==> src/rtl/afc_pkg.sv <==
// shared constants of the frame and power mode controller
package afc_pkg;
	// =====================================================
	// frame layout
	localparam int unsigned DATA_W      = 8;
	localparam int unsigned LEAD_ZEROS  = 3;
	localparam int unsigned TRAIL_ZEROS = 4;
	localparam int unsigned SHIFT_W     = LEAD_ZEROS + DATA_W + TRAIL_ZEROS;
	localparam int unsigned CNT_W       = 5;
	// =====================================================
	// falling edge counts of the serial clock
	localparam logic [4:0] FALL_SHDN_FIRST = 5'h02;
	localparam logic [4:0] FALL_SHDN_LAST  = 5'h09;
	localparam logic [4:0] FALL_WORD       = 5'h10;
	localparam logic [4:0] FALL_ZERO       = 5'h00;
	localparam logic [4:0] FALL_ONE        = 5'h01;
	// =====================================================
	// pins and timing
	localparam int unsigned SYNC_STAGES  = 3;
	localparam logic [1:0]  PIN_IDLE     = 2'h3;
	localparam int unsigned CLK_PERIOD_NS = 20;
	localparam int unsigned FIFO_DEPTH   = 32;
	// =====================================================
	// power modes
	typedef enum logic {
		AFC_MODE_NORMAL   = 1'b0,
		AFC_MODE_SHUTDOWN = 1'b1
	} afc_mode_t;
endpackage

==> src/rtl/afc_ctrl.sv <==
// frame decode, power mode and serial result shifter
// How it works
// RULE1: frame select falling puts the device in normal mode and starts conversion.
// RULE2: rise between second and tenth falling edge aborts, tri-states, enters shutdown.
// RULE3: rise before second falling edge leaves the power mode unchanged.
// RULE4: rise after tenth, before sixteenth edge aborts, tri-states, stays normal.
// RULE5: shutdown holds until frame select falls again.
// RULE6: power-down enable output is high throughout shutdown mode.
// RULE7: word takes sixteen clock cycles, then output goes high impedance.
// RULE8: host may idle select either level, raising it before next frame.
// RULE9: host waits the quiet interval before starting another conversion.
// RULE10: wake-up frame result is invalid; the following conversion is valid.
// RULE11: in a wake-up frame, early rise before tenth edge returns to shutdown.
// RULE12: select low past tenth edge of wake frame: normal, powered after sixteen.
// RULE13: host does one dummy conversion after power is applied.
// RULE14: host keeps the quiet interval after that dummy conversion too.
// RULE15: host keeps normal mode and twenty clock frames for full throughput.
// RULE16: host raises select between second and tenth edge to save power.
// RULE17: select falling samples the input and enables the result output.
// RULE18: three zeros, eight bits msb first, four zeros, shifted on falling edges.
// RULE19: output tri-states at sixteenth falling edge or select rise, first wins.
// RULE20: falling clock edges are counted from select fall to choose mode.
`timescale 1ns/100ps
module afc_ctrl
	import afc_pkg::*;
#(
	parameter int unsigned     DEPTH      = afc_pkg::FIFO_DEPTH,
	parameter afc_pkg::afc_mode_t INIT_MODE = afc_pkg::AFC_MODE_NORMAL
) (
	input  wire logic                      core_clk,
	input  wire logic                      arst_n,
	input  wire logic                      frame_sel_n,
	input  wire logic                      serial_clk,
	input  wire logic                      sample_valid,
	output logic                           sample_ready,
	input  wire logic [afc_pkg::DATA_W-1:0] sample_data,
	output logic                           serial_result_out,
	output logic                           serial_result_oe,
	output logic                           power_down_en,
	output logic                           normal_mode,
	output logic                           result_valid,
	output logic                           conv_active
);
	import afc_pkg::*;

	// =====================================================
	// reset release
	logic [1:0] rst_sync_q;
	logic       rst_n;

	always_ff @(posedge core_clk or negedge arst_n) begin
		if (!arst_n) begin
			rst_sync_q <= 2'h0;
		end else begin
			rst_sync_q <= {rst_sync_q[0], 1'b1};
		end
	end
	assign rst_n = rst_sync_q[1];

	// =====================================================
	// pin synchronisers, bit 1 select, bit 0 clock
	logic [1:0] s1_q;
	logic [1:0] s2_q;
	logic [1:0] s3_q;
	logic [1:0] pin_q;
	logic [1:0] pin_d;
	logic       sel_fall;
	logic       sel_rise;
	logic       clk_fall;

	always_ff @(posedge core_clk or negedge rst_n) begin
		if (!rst_n) begin
			s1_q  <= PIN_IDLE;
			s2_q  <= PIN_IDLE;
			s3_q  <= PIN_IDLE;
			pin_q <= PIN_IDLE;
		end else begin
			s1_q  <= {frame_sel_n, serial_clk};
			s2_q  <= s1_q;
			s3_q  <= s2_q;
			pin_q <= pin_d;
		end
	end

	assign pin_d    = (pin_q & (s2_q ^ s3_q)) | (s3_q & ~(s2_q ^ s3_q));
	assign sel_fall = pin_q[1] && !pin_d[1];
	assign sel_rise = !pin_q[1] && pin_d[1];
	assign clk_fall = pin_q[0] && !pin_d[0];

	// =====================================================
	// sample buffer
	logic              fifo_valid;
	logic [DATA_W-1:0] fifo_data;
	logic              take;

	assign take = sel_fall;

	afc_fifo #(
		.WIDTH (DATA_W),
		.DEPTH (DEPTH)
	) u_fifo (
		.clk       (core_clk),
		.rst_n     (rst_n),
		.in_valid  (sample_valid),
		.in_ready  (sample_ready),
		.in_data   (sample_data),
		.out_valid (fifo_valid),
		.out_ready (take),
		.out_data  (fifo_data)
	);

	// =====================================================
	// falling edge counter
	logic [CNT_W-1:0] fall_cnt_q;
	logic             frame_q;
	logic             last_fall;

	always_ff @(posedge core_clk or negedge rst_n) begin
		if (!rst_n) begin
			fall_cnt_q <= '0;
			frame_q    <= 1'b0;
		end else if (sel_fall) begin
			fall_cnt_q <= FALL_ZERO;                    // [RULE20]
			frame_q    <= 1'b1;
		end else if (sel_rise) begin
			frame_q    <= 1'b0;
		end else if (frame_q && clk_fall) begin
			fall_cnt_q <= fall_cnt_q + FALL_ONE;        // [RULE20]
			if (fall_cnt_q + FALL_ONE == FALL_WORD) begin
				frame_q <= 1'b0;                    // [RULE7]
			end
		end
	end

	assign last_fall = frame_q && clk_fall &&
		(fall_cnt_q + FALL_ONE == FALL_WORD);

	// =====================================================
	// result shifter
	logic [SHIFT_W-1:0] shift_q;

	always_ff @(posedge core_clk or negedge rst_n) begin
		if (!rst_n) begin
			shift_q           <= '0;
			serial_result_out <= 1'b0;
			serial_result_oe  <= 1'b0;
		end else if (sel_fall) begin
			shift_q <= {{LEAD_ZEROS{1'b0}},
				fifo_valid ? fifo_data : {DATA_W{1'b0}},
				{TRAIL_ZEROS{1'b0}}};               // [RULE17] [RULE18]
			serial_result_out <= 1'b0;
			serial_result_oe  <= 1'b1;                  // [RULE17]
		end else if (sel_rise) begin
			serial_result_oe  <= 1'b0;       // [RULE2] [RULE4] [RULE19]
		end else if (frame_q && clk_fall) begin
			shift_q           <= {shift_q[SHIFT_W-2:0], 1'b0};
			serial_result_out <= shift_q[SHIFT_W-2];    // [RULE18]
			if (fall_cnt_q + FALL_ONE == FALL_WORD) begin
				serial_result_oe <= 1'b0;           // [RULE7] [RULE19]
			end
		end
	end

	// =====================================================
	// power mode
	afc_mode_t mode_q;
	afc_mode_t mode_at_fall_q;
	afc_mode_t rise_mode;
	logic      wake_pend_q;
	logic      wake_frame_q;

	// mode picked by the falls counted when select rises
	always_comb begin
		case (1'b1)
			(fall_cnt_q < FALL_SHDN_FIRST): begin
				rise_mode = mode_at_fall_q;   // [RULE3] [RULE11]
			end
			(fall_cnt_q <= FALL_SHDN_LAST): begin
				rise_mode = AFC_MODE_SHUTDOWN; // [RULE2] [RULE11]
			end
			default: begin
				rise_mode = AFC_MODE_NORMAL;  // [RULE4]
			end
		endcase
	end

	always_ff @(posedge core_clk or negedge rst_n) begin
		if (!rst_n) begin
			mode_q         <= INIT_MODE;
			mode_at_fall_q <= INIT_MODE;
			wake_pend_q    <= 1'b1;
			wake_frame_q   <= 1'b0;
		end else if (sel_fall) begin
			mode_q         <= AFC_MODE_NORMAL;              // [RULE1]
			mode_at_fall_q <= mode_q;
			wake_frame_q   <= wake_pend_q ||
				(mode_q == AFC_MODE_SHUTDOWN);          // [RULE10]
			if (mode_q == AFC_MODE_SHUTDOWN) begin
				wake_pend_q <= 1'b1;
			end
		end else if (sel_rise && frame_q) begin
			mode_q <= rise_mode;                  // [RULE2] [RULE3] [RULE4]
		end else if (last_fall) begin
			wake_pend_q <= 1'b0;                        // [RULE12]
		end
	end

	// =====================================================
	// status outputs
	always_ff @(posedge core_clk or negedge rst_n) begin
		if (!rst_n) begin
			power_down_en <= 1'b0;
			normal_mode   <= 1'b0;
			result_valid  <= 1'b0;
			conv_active   <= 1'b0;
		end else begin
			power_down_en <= (mode_q == AFC_MODE_SHUTDOWN); // [RULE5] [RULE6]
			normal_mode   <= (mode_q == AFC_MODE_NORMAL);
			result_valid  <= frame_q && !wake_frame_q;      // [RULE10]
			conv_active   <= frame_q;
		end
	end
endmodule // afc_ctrl

==> src/rtl/afc_fifo.sv <==
// sample word fifo with valid and ready on both sides
`timescale 1ns/100ps
module afc_fifo #(
	parameter int unsigned WIDTH = 8,
	parameter int unsigned DEPTH = 32
) (
	input  wire logic             clk,
	input  wire logic             rst_n,
	input  wire logic             in_valid,
	output logic                  in_ready,
	input  wire logic [WIDTH-1:0] in_data,
	output logic                  out_valid,
	input  wire logic             out_ready,
	output logic      [WIDTH-1:0] out_data
);
	localparam int unsigned AW = $clog2(DEPTH);
	localparam logic [AW:0] CNT_FULL = (AW+1)'(DEPTH);
	localparam logic [AW:0] CNT_ZERO = '0;
	localparam logic [AW-1:0] PTR_LAST = AW'(DEPTH - 1);

	logic [WIDTH-1:0] mem_q [DEPTH];
	logic [AW-1:0]    wr_q;
	logic [AW-1:0]    rd_q;
	logic [AW:0]      cnt_q;
	logic [AW:0]      cnt_d;
	logic             push;
	logic             pop;

	assign push      = in_valid && in_ready;
	assign pop       = out_valid && out_ready;
	assign out_valid = (cnt_q != CNT_ZERO);
	assign out_data  = mem_q[rd_q];

	always_comb begin
		cnt_d = cnt_q;
		if (push && !pop) begin
			cnt_d = cnt_q + 1'b1;
		end else if (pop && !push) begin
			cnt_d = cnt_q - 1'b1;
		end
	end

	always_ff @(posedge clk) begin
		if (push) begin
			mem_q[wr_q] <= in_data;
		end
	end

	always_ff @(posedge clk or negedge rst_n) begin
		if (!rst_n) begin
			wr_q     <= '0;
			rd_q     <= '0;
			cnt_q    <= '0;
			in_ready <= 1'b0;
		end else begin
			if (push) begin
				wr_q <= (wr_q == PTR_LAST) ? '0 : wr_q + 1'b1;
			end
			if (pop) begin
				rd_q <= (rd_q == PTR_LAST) ? '0 : rd_q + 1'b1;
			end
			cnt_q    <= cnt_d;
			in_ready <= (cnt_d != CNT_FULL);
		end
	end
endmodule // afc_fifo

==> config.mk <==
export PLATFORM = sky130hd
export DESIGN_NAME = afc_ctrl
export DESIGN_NICKNAME = d
export VERILOG_FILES = /design/src/rtl/afc_pkg.sv /design/src/rtl/afc_ctrl.sv /design/src/rtl/afc_fifo.sv
export SDC_FILE = /design/constraint.sdc
export NUM_CORES = 1
export LEC_CHECK = 0
export ABC_AREA = 1
export BUFFER_PORTS_ARGS = -buffer_cell sky130_fd_sc_hd__buf_2
export CORE_UTILIZATION = 50
export CTS_BUF_LIST = sky130_fd_sc_hd__clkbuf_4
export DETAILED_ROUTE_END_ITERATION = 10
export PLACE_DENSITY_LB_ADDON = 0.2
export SLEW_MARGIN = 0
export SYNTH_ARGS = -nofsm -noshare
export SYNTH_HDL_FRONTEND = slang
export SYNTH_SLANG_ARGS = --single-unit
==> constraint.sdc <==
create_clock -name core_clk -period 1.41 [get_ports core_clk]
set_input_delay 0.282 -clock core_clk [delete_from_list [all_inputs] [get_ports core_clk]]
set_output_delay 0.282 -clock core_clk [all_outputs]
set_load 0.03 [all_outputs]
## Word-level counts from Yosys, hierarchy flattened

Memories as Yosys holds them, arrays and structs flattened.
Index checks and enable logic that the tools add are counted.
W data, S select, Z words.

- Register bits: 56
- Bits in writable memories: 256
- Output and inout bits: 7
- Word-level logic and storage cells: 97
- Memories: 1

- Add/subtract/negate cells: 5
- $lt $le $gt $ge: 2
- Equality and inequality tests: 7
- Mux-type cells: 28
- Bitwise operators: 6
- Reduce and logical (&&, ||, !) cells: 27

Memories:

| name | depth | width | read ports | clocked after Yosys merged registers in | write ports | RTL line | text |
|---|---|---|---|---|---|---|---|
| u_fifo.mem_q | 32 | 8 | 1 | 0 | 1 | afc_fifo.sv:21 | `logic [WIDTH-1:0] mem_q [DEPTH];` |

Operators by type and width:

| kind | number |
|---|---|
| $mux W14 | 3 |
| $mux W5 | 5 |
| $mux W1 | 17 |
| $add A5 B1 Y5 const B | 3 |
| $eq A5 B5 Y1 const B | 3 |
| $mux W6 | 2 |
| $logic_and A1 B1 Y1 | 11 |
| $mux W8 | 1 |
| $add A6 B1 Y6 const B | 1 |
| $logic_not A1 Y1 | 6 |
| $ne A6 B6 Y1 const B | 1 |
| $reduce_bool A2 Y1 | 3 |
| $reduce_bool A3 Y1 | 2 |
| $reduce_bool A6 Y1 | 1 |
| $sub A6 B1 Y6 const B | 1 |
| $le A5 B4 Y1 const B | 1 |
| $lt A5 B2 Y1 const B | 1 |
| $and A2 B2 Y2 | 2 |
| $ne A2 B1 Y1 const B | 2 |
| $reduce_and A2 Y1 | 2 |
| $reduce_and A3 Y1 | 1 |
| $ne A2 B2 Y1 const B | 1 |
| $not A2 Y2 | 1 |
| $or A2 B2 Y2 | 1 |
| 3 further kinds | 3 |

## Depth between registers and ports, before layout

- Depth after elaboration: 11
- Mapped depth: 13

## Modules after synthesis

From an unflattened synthesis, not the netlist that was laid out.

- Cells, all modules: 1129
- Area total of the unflattened synthesis: 12914.9 µm²

Modules (own cells, without submodules):

| module | instances | cells each | area an instance (µm²) |
|---|---|---|---|
| afc_fifo | 1 | 965 | 11369.7 |
| afc_ctrl | 1 | 164 | 1545.2 |

## Worst setup path before layout

No wires, ideal clock.

- Path kind: register -> register
- From: register u_fifo.in_ready
- To: memory u_fifo.mem_q[0][0] (enable)
- Arrival: 1.677 ns
- Path slack: -0.637 ns
- Stages on the path, launching flop included: 6
- Cells stage by stage: dfrtp_1 nand2_1 inv_1 clkbuf_1 nand2_1 nor2_1

- Cells in the longest elaborated chain, start to end: 3

RTL lines:

| what | RTL line | text |
|---|---|---|
| from (decl) | afc_fifo.sv:10 | `output logic in_ready,` |
| from (signal assigned) | afc_fifo.sv:63 | `in_ready <= (cnt_d != CNT_FULL);` |
| $logic_and A1 B1 Y1 | afc_fifo.sv:29 | `assign push = in_valid && in_ready;` |
| $mux W1 | afc_fifo.sv:44 | `if (push) begin` |
| $mux W1 (implied by the code) | afc_fifo.sv:45 | `mem_q[wr_q] <= in_data;` |
| to (decl) | afc_fifo.sv:21 |  |

No other way between the ends.

## Worst setup path in the final report

- From: register u_fifo.rd_q[0]
- To: register shift_q[6]

- Cells in the longest elaborated chain, start to end: 3

RTL lines:

| what | RTL line | text |
|---|---|---|
| from (decl) | afc_fifo.sv:23 | `logic [AW-1:0] rd_q;` |
| from (signal assigned) | afc_fifo.sv:60 | `rd_q <= (rd_q == PTR_LAST) ? '0 : rd_q + 1'b1;` |
| $mem_v2 Z32 W8 | n/a |  |
| $mux W8 | afc_ctrl.sv:149 | `fifo_valid ? fifo_data : {DATA_W{1'b0}},` |
| $mux W14 | afc_ctrl.sv:147 | `end else if (sel_fall) begin` |
| to (signal assigned) | afc_ctrl.sv:148 | `shift_q <= {{LEAD_ZEROS{1'b0}},` |
| to (signal assigned) | afc_ctrl.sv:156 | `shift_q <= {shift_q[SHIFT_W-2:0], 1'b0};` |
| to (decl) | afc_ctrl.sv:140 | `logic [SHIFT_W-1:0] shift_q;` |

No other way between the ends.
A chain may end at the register's enable or synchronous reset.

==> impl_metrics.yaml <==
route:
  wl_um: 35300
  vias: 9729
  viasPerCell: 5.66
  antenna_left: 0
  dr.first_iter.drc_count: 1072
  wl_per_cell_um: 20.5
  drc: 0
  first_pass_iters: 6
final_layout:
  nFillCells: 1791
  fin_cells: 1720
  area_delta_synth_final_pct: 33.3
  final-seq-area_um2: 9010
  final_cell_mix: "286 x nand2_1, 256 x edfxtp_1, 131 x nand3_1"
  nets: 1358
  layout_commonest_cell: "nand2_1"
  multi_input_area_um2: 4620
  drive_gt1_share_pct: 38.6
yosys:
  syn_inst: 1150
  async_reset_ff_share_pct: 16.9
  yosys_warnings: 0
  synth.net_count: 1178
  synth-seq-cells: 308
  synth_edf_count: 256
  ys_types: 37
  synthFlopType: "edfxtp_1"
  syn_area_um2: 12900
  synth_area_per_cell_um2: 11.2
  synth.yosys.seq_area_share_pct: 69.6
grt:
  grt.overflow.total: 0
  track_usage_pct: 25.7
  antenna_found_initial: 1
  grt_pass1_wl_um: 50700
  first_global_vias: 9261
  grt_max_degree: 33
sta:
  tightest_slew_ns: 0.755
  fin_skew_ns: 0.0426
  relSlewSlack_pct: 49.7
  final_max_slew_viol_count: 0
  final-hold-violation-count: 0
  layout_setup_ws_ns: -0.454
  fin_crit_sh_pct: 132
  rsz0062_at_grt: "yes"
  period_minus_slack_ns: 1.86
  max_freq_mhz: 537
  final-setup-viol-count: 271
power_and_ir_drop:
  power.share.sequential_pct: 32.3
  p_clk_share_pct: 21.3
  leakagePower_nw: 6.57
  netSwitchingPower_mw: 14.0
  pwr-share-comb_pct: 46.3
  power.internal_mw: 21.9
  ir_worst_vdd_mv: 1.15
  finalPower_mw: 35.9
  powerDensity_nw_per_um2: 2080
  p_sw_share_pct: 38.9
critical_path:
  critical_path.cell_chain: "buf_12 -> clkbuf_16 -> nand2_1 -> nand3_1 -> nand3_2 -> nand2_2 -> nand2_2 -> nand3_4 -> nand3_2 -> a21oi_1"
  cp_data_required_time_ns: 2.02
  worstSetupPathType: "reg -> reg"
  slowest_stage: "dfrtp_4"
  worst-path-buf-inv: 2
  arrival_ns: 2.48
  start_kind: "flip-flop"
  path_max_fanout: 8
  max_stage_delay_ns: 0.60
  cp-end-kind: "flip-flop"
  cp_top_family: "simple AND/OR/NAND/NOR gates"
placement:
  dp_cells: 1523
  routabilityCongestion: 0.880
  dpl.hpwl_um: 19400
  port_buffers: 19
  pre_cts_ws_ns: -0.410
cts:
  cts-root-buf: "clkbuf_4"
  insertion_delay_ns: 0.70
  cts_max_level: 3
  clockBufferDepth: 3
  cts_sinks: 308
  clkTransAtPathRegs_ns: 0.07
  cts_tree: "yes"
  tritoncts.num_buffers: 79
die:
  initial_core_util_pct: 51.2
  coreArea_um2: 25300
  rows: 58
  die_x_um: 163
  ios: 20
  dieArea_um2: 26500
  die_h_um: 163
min_path:
  hold_class: "in -> reg"
outcome:
  violations: "setup timing"
  status: "finished with violations"
run:
  cap_viol_max_count: 0
tightest hold or removal path, stage by stage:
cell     delay, ns
buf_2         0.11
nand2_4       0.08
buf_4         0.16
inv_4         0.06
o21ai_1       0.05
area by class of cell:
type                            count  area share (%)
Antenna cell                        1          0.0145
Clock buffer                      124            5.40
Clock inverter                     16           0.508
Inverter                           42            1.23
Multi-Input combinational cell    740            26.8
Sequential cell                   308            52.3
Tap cell                          330            2.39
Timing Repair Buffer              155            11.2
Timing Repair inverter              4           0.167
per-stage QoR:
| step | hold WS [ns] | area [um^2] | util (%) | setup TNS (ns) |
|---|---|---|---|---|
| after floorplan | -0.0136 | 13400 | - | -12.09 |
| after global placement | 0.0685 | 14400 | 57.0 | -40.62 |
| after detailed placement | 0.0684 | 14400 | 57.0 | -44.66 |
| after CTS | 0.0446 | 16300 | 64.4 | -23.06 |
| after global routing | 0.0756 | 17200 | 68.3 | -36.21 |
| final | 0.0862 | 17200 | 68.3 | -22.54 |
worst paths after layout:
path,from,to,slack (ns),cells past startpoint
min in group asynchronous,rst_sync_q[1],conv_active,0.22,1
worst min-delay path,sample_valid,u_fifo.wr_q[4],0.09,5
worst max register to register,u_fifo.rd_q[0],shift_q[6],-0.45,10
max in group asynchronous,arst_n,rst_sync_q[1],0.78,3
worst min register to register,rst_sync_q[1],conv_active,0.22,1
worst max-delay path,u_fifo.rd_q[0],shift_q[6],-0.45,10
power by group through the flow:
stage / registers, mW / clock network (mW) / logic [mW]
after CTS: 11.5 / 7.76 / 14.0
after global placement: 11.6 / 0 / 12.0
after detailed placement: 11.6 / 0 / 12.1
after floorplan: 11.6 / 0 / 7.50
final: 11.6 / 7.67 / 16.6
after global routing: 11.7 / 8.25 / 17.7
cells in the mapped netlist, types with 2 or more instances:
cell,instances,share of area (%)
nor2_1,76,2.2
clkbuf_1,11,0.32
dfrtp_1,43,8.3
ha_1,15,1.5
clkinv_1,3,0.087
o21ai_0,26,1.0
a21oi_1,19,0.74
inv_1,35,1.0
o22ai_1,3,0.15
xor2_1,9,0.61
inv_2,3,0.087
buf_4,5,0.29
buf_6,9,0.78
dfstp_2,9,1.8
nor3_1,5,0.19
buf_2,32,1.2
nand2_4,2,0.17
o21ai_1,3,0.12
edfxtp_1,256,59
o211ai_1,10,0.58
buf_1,3,0.087
nand3_1,224,8.7
nand2_1,335,9.7
flip-flops by register name (all words and copies together) (netlist names), 2 cells and up:
signal,cells
pin_q,2
u_fifo.cnt_q,6
s3_q,2
s1_q,2
s2_q,2
rst_sync_q,2
shift_q,10
u_fifo.mem_q,256
fall_cnt_q,5
u_fifo.wr_q,5
u_fifo.rd_q,5
cells by family (layout without fill, tap and decap cells):
family	Yosys count	count (layout)	synth area share, %
AND/OR/NAND/NOR	647	647	21.3
flip-flops	308	308	69.6
buffers and inverters	102	341	3.96
AO/OA/AOI/OAI	66	66	2.94
adder cells (fa/ha/maj)	16	16	1.53
XOR/XNOR	10	10	0.677
other	1	2	0.0290
per-layer routing:
| layer | up-vias | wire (um) | global-route usage (%) |
|---|---|---|---|
| li1 | 4411 | - | - |
| met1 | 4759 | 14400 | 35.4 |
| met2 | 476 | 16900 | 40.0 |
| met3 | 83 | 2970 | 5.22 |
| met4 | 0 | 1100 | 10.6 |
| met5 | - | 0 | 0 |
what timing repair did:
item                       CTS  global route
hold buffers                 4             0
cloned                       8            12
setup buffers               19            14
resized for setup          112           155
setup endpoints to repair  297           299
pin swaps                   47            85
hold endpoints to repair     4             0
Note: power is estimated with default switching activity, not from simulation.
